File: config.mk
export PLATFORM = sky130hd
export DESIGN_NAME = dual_bank_gpio_port
export DESIGN_NICKNAME = d
export VERILOG_FILES = /design/src/gpio_pkg.sv /design/src/gpio_pin_bank.sv /design/src/dual_bank_gpio_port.sv
export SDC_FILE = /design/constraint.sdc
export NUM_CORES = 1
export LEC_CHECK = 0
export BUFFER_PORTS_ARGS = -buffer_cell sky130_fd_sc_hd__buf_2
export CAP_MARGIN = 15
export CORE_UTILIZATION = 46
export DETAILED_ROUTE_END_ITERATION = 8
export PLACE_DENSITY_LB_ADDON = 0.2
export REMOVE_ABC_BUFFERS = 1
export SYNTH_ARGS = -nofsm -noshare
export SYNTH_HDL_FRONTEND = slang
export SYNTH_SLANG_ARGS = --single-unit
File: constraint.sdc
create_clock -name clk_sys -period 3.9 [get_ports clk_sys]
set_input_delay 0.195 -clock clk_sys [delete_from_list [all_inputs] [get_ports clk_sys]]
set_output_delay 0.195 -clock clk_sys [all_outputs]
set_load 0.05 [all_outputs]
File: src/gpio_pkg.sv
// Shared constants, types and helpers for the dual bank GPIO port
package gpio_pkg;

  // ****************************************
  // Geometry
  // ****************************************
  localparam int PINS_PER_BANK = 8;
  localparam int NUM_PINS      = 16;
  localparam int ADDR_W        = 12;
  localparam int DATA_W        = 32;

  // ****************************************
  // Register offsets (byte addresses)
  // ****************************************
  localparam logic [ADDR_W-1:0] OFF_BANK_A   = 12'h000;
  localparam logic [ADDR_W-1:0] OFF_BANK_C   = 12'h004;
  localparam logic [ADDR_W-1:0] OFF_PIN_STAT = 12'h008;

  // ****************************************
  // Field positions inside a bank register
  // ****************************************
  localparam int FLD_MODE_LSB = 24;
  localparam int FLD_DIR_LSB  = 16;
  localparam int FLD_SF_LSB   = 8;
  localparam int FLD_DATA_LSB = 0;

  // Status register fields
  localparam int STAT_LEVEL_LSB   = 0;
  localparam int STAT_PRESS_BIT   = 16;
  localparam int STAT_RELEASE_BIT = 17;
  localparam int STAT_BUTTON_BIT  = 18;

  // Board wiring inside bank C
  localparam int LED_PIN    = 6;
  localparam int BUTTON_PIN = 5;

  // ****************************************
  // Reset values
  // ****************************************
  localparam logic [DATA_W-1:0] RST_BANK_CFG = 32'h0000_0000;
  localparam logic [7:0]        RST_BYTE     = 8'h00;

  // ****************************************
  // Types
  // ****************************************
  // Layout equals the register word: mode, direction, special function, data
  typedef struct packed {
    logic [7:0] mode;
    logic [7:0] dir;
    logic [7:0] sf;
    logic [7:0] data;
  } bank_cfg_t;

  typedef struct packed {
    logic [7:0] out;
    logic [7:0] oe;
  } periph_drive_t;

  typedef enum logic [1:0] {
    ROLE_INPUT  = 2'b00,
    ROLE_OUTPUT = 2'b01,
    ROLE_PERIPH = 2'b10,
    ROLE_PARKED = 2'b11
  } pin_role_t;

  // ****************************************
  // Helpers
  // ****************************************
  function automatic pin_role_t pin_role(input logic mode, input logic dir, input logic sf);
    if (mode) begin
      pin_role = ROLE_PERIPH;
    end else if (sf) begin
      pin_role = ROLE_PARKED;
    end else if (dir) begin
      pin_role = ROLE_OUTPUT;
    end else begin
      pin_role = ROLE_INPUT;
    end
  endfunction

  // Register word as read back: data field shows the live pin level
  function automatic logic [DATA_W-1:0] bank_readback(input bank_cfg_t cfg, input logic [7:0] level);
    bank_cfg_t r;
    r      = cfg;
    r.data = level;
    bank_readback = r;
  endfunction

endpackage

File: src/gpio_pin_bank.sv
// Eight-pin bank: pin role decode and registered pin drive
`timescale 1ns/1ns
`default_nettype none
module gpio_pin_bank #(
  parameter bit HAS_SF = 1'b1
) (
  input  wire logic                  clk_sys,
  input  wire logic                  rst,
  input  wire gpio_pkg::bank_cfg_t   cfg,
  input  wire gpio_pkg::periph_drive_t periph,
  input  wire logic [7:0]            pin_in,
  output var  logic [7:0]            pin_out_ff,
  output var  logic [7:0]            pin_oe_ff,
  output var  logic [7:0]            periph_in_ff
);

  logic [7:0] nxt_pin_out;
  logic [7:0] nxt_pin_oe;

  // ****************************************
  // Role decode per pin
  // ****************************************
  always_comb begin
    nxt_pin_out = 8'h00;
    nxt_pin_oe  = 8'h00;
    for (int i = 0; i < 8; i++) begin
      unique case (gpio_pkg::pin_role(cfg.mode[i], cfg.dir[i], HAS_SF & cfg.sf[i]))
        gpio_pkg::ROLE_INPUT: begin
          nxt_pin_oe[i] = 1'b0;
        end
        gpio_pkg::ROLE_OUTPUT: begin
          nxt_pin_out[i] = cfg.data[i];
          nxt_pin_oe[i]  = 1'b1;
        end
        gpio_pkg::ROLE_PERIPH: begin
          nxt_pin_out[i] = periph.out[i];
          nxt_pin_oe[i]  = periph.oe[i];
        end
        gpio_pkg::ROLE_PARKED: begin
          // Special function with no peripheral behind it: release the pin
          nxt_pin_oe[i] = 1'b0;
        end
      endcase
    end
  end

  always_ff @(posedge clk_sys or posedge rst) begin
    if (rst) begin
      pin_out_ff <= gpio_pkg::RST_BYTE;
      pin_oe_ff  <= gpio_pkg::RST_BYTE;
    end else begin
      pin_out_ff <= nxt_pin_out;
      pin_oe_ff  <= nxt_pin_oe;
    end
  end

  // Peripheral sees the pin only while the pin is handed to it
  always_ff @(posedge clk_sys or posedge rst) begin
    if (rst) begin
      periph_in_ff <= gpio_pkg::RST_BYTE;
    end else begin
      periph_in_ff <= pin_in & cfg.mode;
    end
  end

endmodule
`default_nettype wire

File: src/dual_bank_gpio_port.sv
// Dual bank GPIO port with APB register access
//
// Behaviour
// - Sixteen pins, two registers, eight each
// - Mode, direction, special function, data per pin
// - Special function bit only in bank C
// - Data reads pin level, writes output level
// - Mode 0, dir 0, sf 0 is input
// - Mode 0, dir 1, sf 0 drives data
// - Button reads high released, low pressed
`timescale 1ns/1ns
`default_nettype none
module dual_bank_gpio_port (
  input  wire logic                   clk_sys,
  input  wire logic                   rst,
  // APB slave
  input  wire logic                   psel,
  input  wire logic                   penable,
  input  wire logic                   pwrite,
  input  wire logic [11:0]            paddr,
  input  wire logic [31:0]            pwdata,
  output var  logic [31:0]            prdata,
  output var  logic                   pready,
  output var  logic                   pslverr,
  // Pins: bank A in [7:0], bank C in [15:8]
  input  wire logic [15:0]            pin_in,
  output var  logic [15:0]            pin_out,
  output var  logic [15:0]            pin_oe,
  // Alternate function peripherals
  input  wire gpio_pkg::periph_drive_t periph_a,
  input  wire gpio_pkg::periph_drive_t periph_c,
  output var  logic [15:0]            periph_in,
  // Board indicators
  output var  logic                   led_lit,
  output var  logic                   button_pressed
);

  // ****************************************
  // Register state
  // ****************************************
  gpio_pkg::bank_cfg_t bank_a_ff;
  gpio_pkg::bank_cfg_t bank_c_ff;
  logic                press_seen_ff;
  logic                release_seen_ff;
  logic                button_prev_ff;
  logic [31:0]         prdata_ff;
  logic                pready_ff;
  logic                pslverr_ff;
  logic                led_lit_ff;
  logic                button_pressed_ff;

  logic                setup_phase;
  logic                wr_commit;
  logic                hit_a;
  logic                hit_c;
  logic                hit_stat;
  logic                mapped;
  logic [31:0]         nxt_prdata;
  logic [31:0]         stat_word;
  logic                button_level;
  logic                press_evt;
  logic                release_evt;
  logic [7:0]          bank_a_out;
  logic [7:0]          bank_a_oe;
  logic [7:0]          bank_c_out;
  logic [7:0]          bank_c_oe;
  logic [7:0]          bank_a_pin_in;
  logic [7:0]          bank_c_pin_in;
  logic                access_done;
  logic                clr_press;
  logic                clr_release;
  logic                led_is_output;

  // ****************************************
  // Address decode
  // ****************************************
  assign hit_a       = (paddr == gpio_pkg::OFF_BANK_A);
  assign hit_c       = (paddr == gpio_pkg::OFF_BANK_C);
  assign hit_stat    = (paddr == gpio_pkg::OFF_PIN_STAT);
  assign mapped      = hit_a | hit_c | hit_stat;
  assign setup_phase = psel & ~penable;
  // Unaligned or unlisted addresses miss every register and answer with pslverr
  // Writes land only at the edge where the master sees pready
  assign access_done = psel & penable & pready_ff;
  assign wr_commit   = access_done & pwrite;

  assign bank_a_pin_in = pin_in[7:0];
  assign bank_c_pin_in = pin_in[15:8];

  // ****************************************
  // Button sensing
  // ****************************************
  // Low level means pressed; events are edges of the sampled pin
  assign button_level = bank_c_pin_in[gpio_pkg::BUTTON_PIN];
  assign press_evt    = button_prev_ff & ~button_level;
  assign release_evt  = ~button_prev_ff & button_level;

  always_ff @(posedge clk_sys or posedge rst) begin
    if (rst) begin
      button_prev_ff <= 1'b1;
    end else begin
      button_prev_ff <= button_level;
    end
  end

  always_ff @(posedge clk_sys or posedge rst) begin
    if (rst) begin
      button_pressed_ff <= 1'b0;
    end else begin
      button_pressed_ff <= ~button_level;
    end
  end

  // ****************************************
  // Status word
  // ****************************************
  always_comb begin
    stat_word = 32'h0000_0000;
    stat_word[gpio_pkg::STAT_LEVEL_LSB +: 16] = pin_in;
    stat_word[gpio_pkg::STAT_PRESS_BIT]       = press_seen_ff;
    stat_word[gpio_pkg::STAT_RELEASE_BIT]     = release_seen_ff;
    stat_word[gpio_pkg::STAT_BUTTON_BIT]      = ~button_level;
  end

  // ****************************************
  // Bank configuration registers
  // ****************************************
  // Whole-word writes only; merging one pin is software's job
  always_ff @(posedge clk_sys or posedge rst) begin
    if (rst) begin
      bank_a_ff <= gpio_pkg::RST_BANK_CFG;
    end else if (wr_commit && hit_a) begin
      bank_a_ff    <= pwdata;
      bank_a_ff.sf <= 8'h00;
    end
  end

  always_ff @(posedge clk_sys or posedge rst) begin
    if (rst) begin
      bank_c_ff <= gpio_pkg::RST_BANK_CFG;
    end else if (wr_commit && hit_c) begin
      bank_c_ff <= pwdata;
    end
  end

  // ****************************************
  // Sticky button events, write one to clear
  // ****************************************
  // A new edge in the clearing cycle keeps the flag set
  assign clr_press   = wr_commit & hit_stat & pwdata[gpio_pkg::STAT_PRESS_BIT];
  assign clr_release = wr_commit & hit_stat & pwdata[gpio_pkg::STAT_RELEASE_BIT];

  always_ff @(posedge clk_sys or posedge rst) begin
    if (rst) begin
      press_seen_ff <= 1'b0;
    end else if (press_evt) begin
      press_seen_ff <= 1'b1;
    end else if (clr_press) begin
      press_seen_ff <= 1'b0;
    end
  end

  always_ff @(posedge clk_sys or posedge rst) begin
    if (rst) begin
      release_seen_ff <= 1'b0;
    end else if (release_evt) begin
      release_seen_ff <= 1'b1;
    end else if (clr_release) begin
      release_seen_ff <= 1'b0;
    end
  end

  // ****************************************
  // APB answer
  // ****************************************
  always_comb begin
    nxt_prdata = 32'h0000_0000;
    if (hit_a) begin
      nxt_prdata = gpio_pkg::bank_readback(bank_a_ff, bank_a_pin_in);
    end else if (hit_c) begin
      nxt_prdata = gpio_pkg::bank_readback(bank_c_ff, bank_c_pin_in);
    end else if (hit_stat) begin
      nxt_prdata = stat_word;
    end
  end

  // One access cycle, no wait states
  always_ff @(posedge clk_sys or posedge rst) begin
    if (rst) begin
      pready_ff <= 1'b0;
    end else begin
      pready_ff <= setup_phase;
    end
  end

  always_ff @(posedge clk_sys or posedge rst) begin
    if (rst) begin
      pslverr_ff <= 1'b0;
    end else begin
      pslverr_ff <= setup_phase & ~mapped;
    end
  end

  // Pin level is captured in the setup cycle
  // Read data drops to zero one cycle after psel falls
  always_ff @(posedge clk_sys or posedge rst) begin
    if (rst) begin
      prdata_ff <= 32'h0000_0000;
    end else if (setup_phase && !pwrite) begin
      prdata_ff <= nxt_prdata;
    end else if (!psel) begin
      prdata_ff <= 32'h0000_0000;
    end
  end

  // ****************************************
  // Pin banks
  // ****************************************
  gpio_pin_bank #(
    .HAS_SF (1'b0)
  ) u_bank_a (
    .clk_sys      (clk_sys),
    .rst          (rst),
    .cfg          (bank_a_ff),
    .periph       (periph_a),
    .pin_in       (bank_a_pin_in),
    .pin_out_ff   (bank_a_out),
    .pin_oe_ff    (bank_a_oe),
    .periph_in_ff (periph_in[7:0])
  );

  gpio_pin_bank #(
    .HAS_SF (1'b1)
  ) u_bank_c (
    .clk_sys      (clk_sys),
    .rst          (rst),
    .cfg          (bank_c_ff),
    .periph       (periph_c),
    .pin_in       (bank_c_pin_in),
    .pin_out_ff   (bank_c_out),
    .pin_oe_ff    (bank_c_oe),
    .periph_in_ff (periph_in[15:8])
  );

  // ****************************************
  // LED indicator
  // ****************************************
  // Same role decode as the pin bank; the lamp follows the pin except while the pin is handed to the peripheral
  assign led_is_output = (gpio_pkg::pin_role(bank_c_ff.mode[gpio_pkg::LED_PIN],
                                             bank_c_ff.dir[gpio_pkg::LED_PIN],
                                             bank_c_ff.sf[gpio_pkg::LED_PIN]) == gpio_pkg::ROLE_OUTPUT);

  // Lit only while the pin is driven high, as the active-high lamp sees it
  always_ff @(posedge clk_sys or posedge rst) begin
    if (rst) begin
      led_lit_ff <= 1'b0;
    end else begin
      led_lit_ff <= led_is_output & bank_c_ff.data[gpio_pkg::LED_PIN];
    end
  end

  // ****************************************
  // Outputs
  // ****************************************
  assign pin_out        = {bank_c_out, bank_a_out};
  assign pin_oe         = {bank_c_oe, bank_a_oe};
  assign prdata         = prdata_ff;
  assign pready         = pready_ff;
  assign pslverr        = pslverr_ff;
  assign led_lit        = led_lit_ff;
  assign button_pressed = button_pressed_ff;

endmodule
`default_nettype wire

==> flow_metrics.env, run 1 <==
export IMPL_period_minus_slack_ns=2.34
export IMPL_root_buffer="clkbuf_16"
export IMPL_grt_usage=0.226
export IMPL_synth_top_area_frac=0.600
export IMPL_finalSetupViolations=0
export IMPL_portBuffers=180
export IMPL_synth_cells=481
export IMPL_fin_util=0.621
export IMPL_critPathCaptureType="register"
export IMPL_grt_pass1_wl_um=22500
export IMPL_rows=41
export IMPL_cts_clk_slew_worst_paths_ns=0.05
export IMPL_dr_pass1_iters=4
export IMPL_postRouteAntennaNets=0
export IMPL_wl_um=14200
export IMPL_syn_area_um2=5920
export IMPL_place_inst=820
export IMPL_syn_area_per_cell_um2=12.3
export IMPL_cts_sinks=143
export IMPL_critPathKind="input pin to register"
export IMPL_cts_buffer_depth=2
export IMPL_synthDistinctLibCells=31
export IMPL_yosys_top_cells_area="dfrtp_1 (60%), mux2_2 (11%), ha_1 (3.4%)"
export IMPL_cts_resized_gates=0
export IMPL_cts_hold_buf=27
export IMPL_viasPerCell=5.09
export IMPL_leakagePower_nw=4.13
export IMPL_fin_cells=879
export IMPL_overflow=0
export IMPL_grt_max_degree=115
export IMPL_final_common_cell="buf_2"
export IMPL_antennaDiodeCount=0
export IMPL_critPathSlowestCell="nor3_4"
export IMPL_die_h_um=115
export IMPL_critPathBufInv=2
export IMPL_pin_count=181
export IMPL_cts_buffers=17
export IMPL_holdCritPathClass="input pin to register"
export IMPL_clk_latency_ns=0.42
export IMPL_regToRegSetupSlack_ns=1.64
export IMPL_final_cell_mix="buf_2 (180), dfrtp_1 (142), mux2_2 (59)"
export IMPL_fp_dieArea_um2=13300
export IMPL_post_cts_buffers=0
export IMPL_start_util=0.471
export IMPL_ys_seq_area_frac=0.604
export IMPL_antenna_found_initial=0
export IMPL_synth_seq_cells=143
export IMPL_crit_required_ns=4.20
export IMPL_drt_initial_drc_count=214
export IMPL_slowest_delay_ns=0.86
export IMPL_yosysTopAreaCell="dfrtp_1"
export IMPL_dp_hpwl_um=9810
export IMPL_cp_top_family="simple AND/OR/NAND/NOR gates"
export IMPL_p_per_area_nw_per_um2=403
export IMPL_hold_viol_final=0
export IMPL_max_freq_mhz=427
export IMPL_first_global_vias=4428
export IMPL_cts_tree="built"
export IMPL_coreArea_um2=12600
export IMPL_cp_max_fo=17
export IMPL_dieWidth_um=115
export IMPL_max_cap_violations=0
export IMPL_skew_ns=0.0103
export IMPL_crit_chain="buf_2, nor4_1, nand3_1, nor3_4, buf_4, mux2_2"
export IMPL_vias=4472
export IMPL_drv_slew=0
export IMPL_syn2layout_area_growth_pct=31.9
export IMPL_min_period_over_period=0.600
export IMPL_rsz0062_at_grt="false"
export IMPL_final_nets=807
export IMPL_routabilityCongestion=0.818
export IMPL_drc=0
export IMPL_cts_htree_levels=4
export IMPL_critPathLaunchType="input pin"
export IMPL_wl_per_cell_um=16.1
export IMPL_fillCellCount=994
export IMPL_critical_path_arrival_ns=2.64
export IMPL_final_layout_size_suffix_gt1_frac=0.409
export IMPL_worst_pin_slew_ns=1.13
export IMPL_relSlewSlack=0.247
export IMPL_status="finished, final reports clean"
export IMPL_peakVddDrop_mv=0.228
export IMPL_synth_warnings=0
[state kept, by name (all words and copies together), names as in the netlist]
| register | cells |
|---|---|
| bank_a_ff | 24 |
| u_bank_c.pin_out_ff | 8 |
| u_bank_a.periph_in_ff | 8 |
| button_prev_ff | 1 |
| button_pressed | 1 |
| release_seen_ff | 1 |
| pslverr | 1 |
| led_lit | 1 |
| pready | 1 |
| u_bank_c.pin_oe_ff | 8 |
| u_bank_a.pin_out_ff | 8 |
| press_seen_ff | 1 |
| u_bank_a.pin_oe_ff | 8 |
| prdata | 32 |
| u_bank_c.periph_in_ff | 8 |
| bank_c_ff | 32 |
[metal layers]
metal	vias to the layer above	share of wire	track usage
met5	-	0	0
met4	0	0.015	0.0900
met3	16	0.071	0.0675
met2	157	0.47	0.346
met1	2201	0.44	0.304
li1	2098	-	-
[synthesized netlist by cell type]
library cell,number
dfrtp_1,142
mux2_2,59
nand2_1,45
o21ai_0,38
and2_1,29
nor2_1,25
inv_1,22
a22oi_1,19
ha_1,16
clkbuf_1,12
a221o_1,11
or2_2,10
a21oi_1,9
nor4_1,6
mux2_1,5
o31ai_1,5
nor3b_1,4
buf_4,3
buf_6,3
nand3_1,3
mux2i_1,2
nand2b_1,2
nor2b_1,2
o21a_1,2
and4_1,1
buf_2,1
dfstp_2,1
nand4_1,1
nor3_1,1
nor3_4,1
nor4_4,1
[cell families (layout without fill, tap and decap cells)]
| group | Yosys count | in the layout | share of synthesized area |
|---|---|---|---|
| AOI/OAI and AO/OA | 84 | 84 | 0.0913 |
| DFF | 143 | 143 | 0.604 |
| and+or+nand+nor | 131 | 131 | 0.113 |
| buffers and inverters | 41 | 267 | 0.0319 |
| muxes | 66 | 66 | 0.125 |
| adders and majority gates | 16 | 16 | 0.0338 |
[final cells by class]
type / count / area [µm²] / share of cell area
clock inverters: 8 / 65.1 / 0.00833
repair buffers: 213 / 1220 / 0.156
clock buffers: 24 / 482 / 0.0617
inverters: 22 / 87.6 / 0.0112
flip-flops and latches: 143 / 3580 / 0.458
well taps: 172 / 215 / 0.0276
multi-input cells: 297 / 2160 / 0.277
[power by group]
part,internal (mW),leakage [nW],switching (mW)
Clock,0.918,0.277,0.584
Combinational,0.0644,1.87,0.0933
Sequential,1.49,1.98,0.00124
Total,2.47,4.13,0.678
[per-stage QoR]
step           area [µm²]  power (mW)  setup WS (ns)  setup TNS (ns)  hold WS (ns)
5_1_grt              7810        3.25           1.36               0        0.0104
4_1_cts              7810        3.18           1.52               0       0.00317
2_1_floorplan        5820        1.57         -0.131          -18.64         0.199
3_3_place_gp         6990        1.65           1.15               0         0.369
3_5_place_dp         6990        1.65           1.08               0         0.383
6_report             7810        3.15           1.56               0        0.0113
[worst paths after layout]
kind	start	endpoint	depth (start not counted)
worst max-delay path	paddr[5]	bank_c_ff[0]$_DFFE_PP0P_	6
worst min-delay path	periph_a[5]	u_bank_a.pin_oe_ff[5]$_DFF_PP0_	2
worst max register to register	pready$_DFF_PP0_	bank_c_ff[0]$_DFFE_PP0P_	4
worst min register to register	prdata[25]$_DFFE_PP0P_	prdata[25]$_DFFE_PP0P_	2
max in group asynchronous	rst	prdata[17]$_DFFE_PP0P_	3
min in group asynchronous	rst	u_bank_a.pin_oe_ff[4]$_DFF_PP0_	2
Power figures use the tool's default switching activity.
==> run 2: changes to the inputs <==
ABC_AREA = 1   (was default)
CORE_UTILIZATION = 47   (was 46)
clock period = 1.95 ns   (was 3.9 ns; I/O delays follow)
==> run 2 against run 1 <==
Sequential cell count is the same. Largest cell class unchanged. Wire length grew 23%. Count of clock-buffer cells in the layout is the same. Sequential share of layout area shrank 5.7 points. Clock power up 110%. First-iteration DRC count is 57% higher. Sequential power increased by 100%. Critical endpoint is now prdata[8]$_DFFE_PP0P_. Register-to-register slack worse by 1.3 ns.
==> flow_metrics.env, run 2 <==
export IMPL_relSlewSlack=0.441
export IMPL_ys_seq_area_frac=0.561
export IMPL_fin_ws_ns=0.359
export IMPL_grt_pass1_wl_um=28700
export IMPL_fin_util=0.673
export IMPL_synth_simple_gate_area_frac=0.248
export IMPL_min_period_over_period=0.816
export IMPL_synthDistinctLibCells=25
export IMPL_synth_top_area_frac=0.557
export IMPL_dr_pass1_iters=4
export IMPL_synthFlopType="dfrtp_1"
export IMPL_fp_dieArea_um2=14100
export IMPL_p_total_mw=6.54
export IMPL_fillCellCount=1116
export IMPL_cts_htree_levels=4
export IMPL_cts_buffer_depth=2
export IMPL_clk_latency_ns=0.42
export IMPL_worst_pin_slew_ns=0.837
export IMPL_synth_edf_count=0
export IMPL_cts_hold_buf=83
export IMPL_critPathLaunchType="input pin"
export IMPL_slowest_delay_ns=0.54
export IMPL_dp_slack_ns=0.306
export IMPL_async_reset_ff_frac=1.00
export IMPL_cts_sinks=143
export IMPL_die_h_um=119
export IMPL_fin_setup_tns_ns=0
export IMPL_critPathCaptureType="register"
export IMPL_syn_area_um2=6380
export IMPL_antenna_found_initial=1
export IMPL_grt_max_degree=56
export IMPL_drt_initial_drc_count=337
export IMPL_drc=0
export IMPL_p_per_area_nw_per_um2=734
export IMPL_synth_top_family_by_area="simple AND/OR/NAND/NOR gates"
export IMPL_viasPerCell=4.80
export IMPL_pin_count=181
export IMPL_critical_path_arrival_ns=1.95
export IMPL_cp_max_fo=12
export IMPL_grt_usage=0.264
export IMPL_max_cap_violations=0
export IMPL_cts_buffers=17
export IMPL_hold_ws_ns=0.165
export IMPL_overflow=0
export IMPL_final_common_cell="nand2_1"
export IMPL_peakVddDrop_mv=0.479
export IMPL_cts_tree="built"
export IMPL_synth_common_cells="nand2_1 (285), dfrtp_1 (142), inv_1 (88)"
export IMPL_leakagePower_nw=5.14
export IMPL_synth_cells=750
export IMPL_synth_compound_area_frac=0.0792
export IMPL_start_util=0.482
export IMPL_finalSetupViolations=0
export IMPL_yosys_top_cells_area="dfrtp_1 (56%), nand2_1 (17%), nand3_1 (5.8%)"
export IMPL_cpMostUsedCell="nand2_1"
export IMPL_crit_required_ns=2.30
export IMPL_max_freq_mhz=628
export IMPL_root_buffer="clkbuf_16"
export IMPL_cts_clk_slew_worst_paths_ns=0.06
export IMPL_synth_seq_cells=143
export IMPL_final_cell_mix="nand2_1 (283), buf_2 (180), dfrtp_1 (142)"
export IMPL_first_global_vias=5785
export IMPL_post_cts_buffers=0
export IMPL_vias=5827
export IMPL_routabilityCongestion=0.808
export IMPL_final_layout_size_suffix_gt1_frac=0.250
export IMPL_yosys_area_share_xor_xnor=0
export IMPL_wl_per_cell_um=14.3
export IMPL_coreArea_um2=13200
export IMPL_portBuffers=180
export IMPL_crit_chain="dlygate4sd3_1, buf_2, nor2_1, inv_1, nor2_2, buf_4, nand2_1, inv_2, nand2_1, nand2_1"
export IMPL_dieWidth_um=119
export IMPL_critPathSlowestCell="dlygate4sd3_1"
export IMPL_critPathKind="input pin to register"
export IMPL_synth_warnings=0
export IMPL_rsz0062_at_grt="false"
export IMPL_synthAdderAreaFrac=0.0314
export IMPL_cts_resized_gates=0
export IMPL_wl_um=17400
export IMPL_postRouteAntennaNets=0
export IMPL_hold_viol_final=0
export IMPL_period_minus_slack_ns=1.59
export IMPL_rows=42
export IMPL_syn_area_per_cell_um2=8.51
export IMPL_skew_ns=0.00710
export IMPL_drv_slew=0
export IMPL_holdCritPathClass="input pin to register"
export IMPL_yosysTopAreaCell="dfrtp_1"
export IMPL_syn2layout_area_growth_pct=39.5
export IMPL_status="finished, final reports clean"
export IMPL_dp_hpwl_um=11100
export IMPL_final_nets=1137
export IMPL_synth_most_common_cell="nand2_1"
export IMPL_synth_mux_area_frac=0
==> run 2: cell types whose count changed after synthesis, moves of 8 or more <==
| cell | before | now |
|---|---|---|
| nand2_1 | 45 | 285 |
| or2_2 | 10 | 1 |
| a22oi_1 | 19 | 0 |
| inv_1 | 22 | 88 |
| and2_1 | 29 | 0 |
| nand3_1 | 3 | 74 |
| o21ai_1 | 0 | 22 |
| o21ai_2 | 0 | 18 |
| o21ai_0 | 38 | 30 |
| a221o_1 | 11 | 0 |
| mux2_2 | 59 | 0 |
==> run 2: through the flow <==
stage	cell area, µm²	instances
floorplan	6220	726
global placement	7510	1098
detailed placement	7510	1098
CTS	8910	1212
global route	8910	1213
finish	8910	1213
==> run 2: path summary, 6_finish.rpt <==
| check | to | start | slack, ns | cells past startpoint |
|---|---|---|---|---|
| min | prdata[6]$_DFFE_PP0P_ | pwrite | 0.17 | 5 |
| max | prdata[8]$_DFFE_PP0P_ | penable | 0.36 | 10 |
| max in group asynchronous | bank_a_ff[18]$_DFFE_PP0P_ | rst | 1.14 | 4 |
| min reg2reg | release_seen_ff$_DFFE_PP0P_ | release_seen_ff$_DFFE_PP0P_ | 0.47 | 2 |
| max reg2reg | bank_c_ff[23]$_DFFE_PP0P_ | pready$_DFF_PP0_ | 0.38 | 7 |
| min in group asynchronous | prdata[7]$_DFFE_PP0P_ | rst | 0.18 | 3 |
==> run 2: where the power goes <==
part / internal (mW) / switching, mW
combinational: 0.207 / 0.220
sequential: 2.98 / 0.00282
clock: 1.97 / 1.17
==> run 2: final cells by class <==
type / instances / area (µm²) / share of cell area
sequential: 143 / 3580 / 0.402
multi-input combinational: 489 / 2300 / 0.259
timing repair buffer: 279 / 1880 / 0.211
clock buffer: 24 / 482 / 0.0541
inverter: 94 / 359 / 0.0403
tap: 176 / 220 / 0.0247
clock inverter: 7 / 85.1 / 0.00955
antenna: 1 / 2.50 / 0.000281
==> run 2: critical path: cells and delay by family <==
| family | cells | cell delay (ns) |
|---|---|---|
| buffers and inverters | 5 | 1.21 |
| and+or+nand+nor | 5 | 0.63 |
==> run 2: metal layers <==
metal	track usage	routed length, µm	part of all wire
met3	0.0589	1040	0.060
met1	0.328	7490	0.43
met5	0	0	0
met2	0.452	8510	0.49
met4	0.0934	342	0.020
==> run 2: logic make-up (layout without fill, tap and decap cells) <==
group | after synthesis | after routing
buf+inv | 118 | 404
compound gates | 86 | 86
other cells | 0 | 1
fa+ha+maj | 16 | 16
simple gates | 387 | 387
flops | 143 | 143
==> run 3: changes to the inputs <==
ABC_AREA = 0   (was 1)
CORE_UTILIZATION = 46   (was 47)
clock period = 1.4 ns   (was 1.95 ns; I/O delays follow)
==> run 3 against run 2 <==
The run now ends with negative setup slack left. Non-clock buffer count up 21. Die area down 5.2%. Combinational power up 47%. Final area up 0.37%. Count of clock-buffer cells in the layout down 1. Hold slack worse by 0.059 ns. Global-route usage down 0.43 points. Worst setup slack worse by 0.61 ns. Sequential cell count unchanged. Critical path depth down 4. Final cell count down 20%. Wire length down 6.3%. Critical path type is now register to register. Largest power group unchanged.
==> flow_metrics.env, run 3 (same netlist as run 1, synthesis figures left out) <==
export IMPL_hold_ws_ns=0.106
export IMPL_drc=0
export IMPL_p_per_area_nw_per_um2=1090
export IMPL_worst_pin_slew_ns=0.434
export IMPL_final_layout_size_suffix_gt1_frac=0.417
export IMPL_fin_util=0.711
export IMPL_p_comb_frac=0.065
export IMPL_critical_path_arrival_ns=1.95
export IMPL_coreArea_um2=12600
export IMPL_first_global_vias=5075
export IMPL_final_cell_mix="buf_2 (180), dfrtp_1 (142), dlygate4sd3_1 (82)"
export IMPL_crit_chain="nand4_1, buf_6, nor4_4, buf_6, buf_8, mux2_4"
export IMPL_fillCellCount=902
export IMPL_intPower_mw=7.73
export IMPL_clk_latency_ns=0.42
export IMPL_hold_viol_final=0
export IMPL_design_area_um2=8940
export IMPL_die_h_um=115
export IMPL_rsz0062_at_grt="true"
export IMPL_wl_um=16300
export IMPL_cpMostUsedCell="buf_6"
export IMPL_leakagePower_nw=4.61
export IMPL_status="finished with violations"
export IMPL_wl_per_cell_um=16.8
export IMPL_critPathKind="register to register"
export IMPL_fp_dieArea_um2=13300
export IMPL_finalSetupViolations=57
export IMPL_violations="negative setup slack"
export IMPL_relSlewSlack=0.710
export IMPL_rows=41
export IMPL_grt_max_degree=46
export IMPL_critPathSlowestCell="dfrtp_1"
export IMPL_period_minus_slack_ns=1.65
export IMPL_cts_htree_levels=4
export IMPL_dr_pass1_iters=4
export IMPL_cts_tree="built"
export IMPL_dieWidth_um=115
export IMPL_drt_initial_drc_count=192
export IMPL_place_area_um2=7240
export IMPL_peakVddDrop_mv=0.857
export IMPL_holdCritPathClass="input pin to register"
export IMPL_cp_max_fo=5
export IMPL_antenna_found_initial=0
export IMPL_grt_usage=0.260
export IMPL_min_period_over_period=1.18
export IMPL_grt_pass1_wl_um=25600
export IMPL_max_cap_violations=0
export IMPL_start_util=0.471
export IMPL_max_freq_mhz=605
export IMPL_syn2layout_area_growth_pct=51.0
export IMPL_crit_required_ns=1.70
export IMPL_critPathCaptureType="register"
export IMPL_dp_hpwl_um=10400
export IMPL_seqPwrFrac=0.426
export IMPL_cts_buffers=17
export IMPL_cts_buffer_depth=2
export IMPL_final_common_cell="buf_2"
export IMPL_sw_frac_of_total=0.205
export IMPL_pin_count=181
export IMPL_critPathLaunchType="register"
export IMPL_cts_clk_slew_worst_paths_ns=0.06
export IMPL_slowest_delay_ns=0.34
export IMPL_cts_sinks=143
export IMPL_drv_slew=0
export IMPL_vias=4926
export IMPL_overflow=0
export IMPL_routabilityCongestion=0.813
export IMPL_fin_setup_tns_ns=-12.98
export IMPL_fin_ws_ns=-0.252
export IMPL_viasPerCell=5.09
export IMPL_portBuffers=180
export IMPL_postRouteAntennaNets=0
export IMPL_final_nets=894
export IMPL_p_clk_frac=0.509
export IMPL_root_buffer="clkbuf_16"
export IMPL_switchingPower_mw=1.99
export IMPL_skew_ns=0.00602
==> run 3: cell count changes in the layout (fill, tap and decap cells not counted), moves of 8 or more <==
cell / previous run / this run
inv_1: 87 / 21
o21ai_2: 18 / 0
mux2_2: 0 / 36
buf_4: 14 / 27
mux2_4: 0 / 26
a22oi_1: 0 / 17
a221o_1: 0 / 11
nand3_1: 74 / 3
or2_2: 1 / 9
nand2_1: 283 / 45
and2_1: 0 / 29
o21ai_1: 22 / 1
==> run 3: power groups by stage <==
stage          Combinational (mW)  Clock, mW  Sequential, mW
5_1_grt                     0.688       5.18            4.14
3_5_place_dp                0.440          0            4.22
6_report                    0.629       4.95            4.15
4_1_cts                     0.621       4.99            4.15
2_1_floorplan               0.122          0            4.24
3_3_place_gp                0.429          0            4.22
==> run 3: cell type report <==
type	instances	area, µm²	share of cell area
clock buffer	23	508	0.0568
antenna	1	2.50	0.000280
sequential	143	3580	0.400
clock inverter	9	153	0.0171
inverter	22	87.6	0.00980
timing repair buffer	300	2120	0.237
tap	172	215	0.0241
multi-input combinational	297	2280	0.255
==> run 3: critical path, delay by kind of cell (launching register included) <==
kind	cells	cell delay, ns
buffers and inverters	3	0.52
DFF	1	0.34
muxes	1	0.30
and+or+nand+nor	2	0.36
==> run 3: stage by stage <==
| step | setup WS (ns) | instances | total power [mW] |
|---|---|---|---|
| after global placement | -0.381 | 846 | 4.65 |
| after floorplan | -2.51 | 462 | 4.36 |
| after global routing | -0.283 | 966 | 10.0 |
| after CTS | -0.259 | 964 | 9.76 |
| final | -0.252 | 967 | 9.73 |
| after detailed placement | -0.411 | 846 | 4.66 |
==> run 3: final timing paths <==
check	from	to	slack, ns	cells past startpoint
min	paddr[3]	prdata[24]$_DFFE_PP0P_	0.11	3
max reg2reg	pready$_DFF_PP0_	bank_a_ff[23]$_DFFE_PP0P_	-0.25	6
min reg2reg	prdata[8]$_DFFE_PP0P_	prdata[8]$_DFFE_PP0P_	0.48	2
min in group asynchronous	rst	u_bank_a.periph_in_ff[7]$_DFF_PP0_	0.22	3
max in group asynchronous	rst	button_prev_ff$_DFF_PP1_	0.61	4
max	pready$_DFF_PP0_	bank_a_ff[23]$_DFFE_PP0P_	-0.25	6
==> run 3: what timing repair did <==
item                                    in CTS  in global routing
gates cloned                                 2                  0
pin swaps                                    0                  1
hold buffers                                81                  1
buffers inserted                             3                  1
gates resized for setup                     33                 10
hold endpoints to repair                   157                  2
endpoints found under the setup margin      56                 74
==> run 3: routing by layer <==
metal,part of all wire,GRT usage
met1,0.42,0.320
met2,0.50,0.437
met3,0.057,0.0659
met4,0.021,0.108
met5,0,0
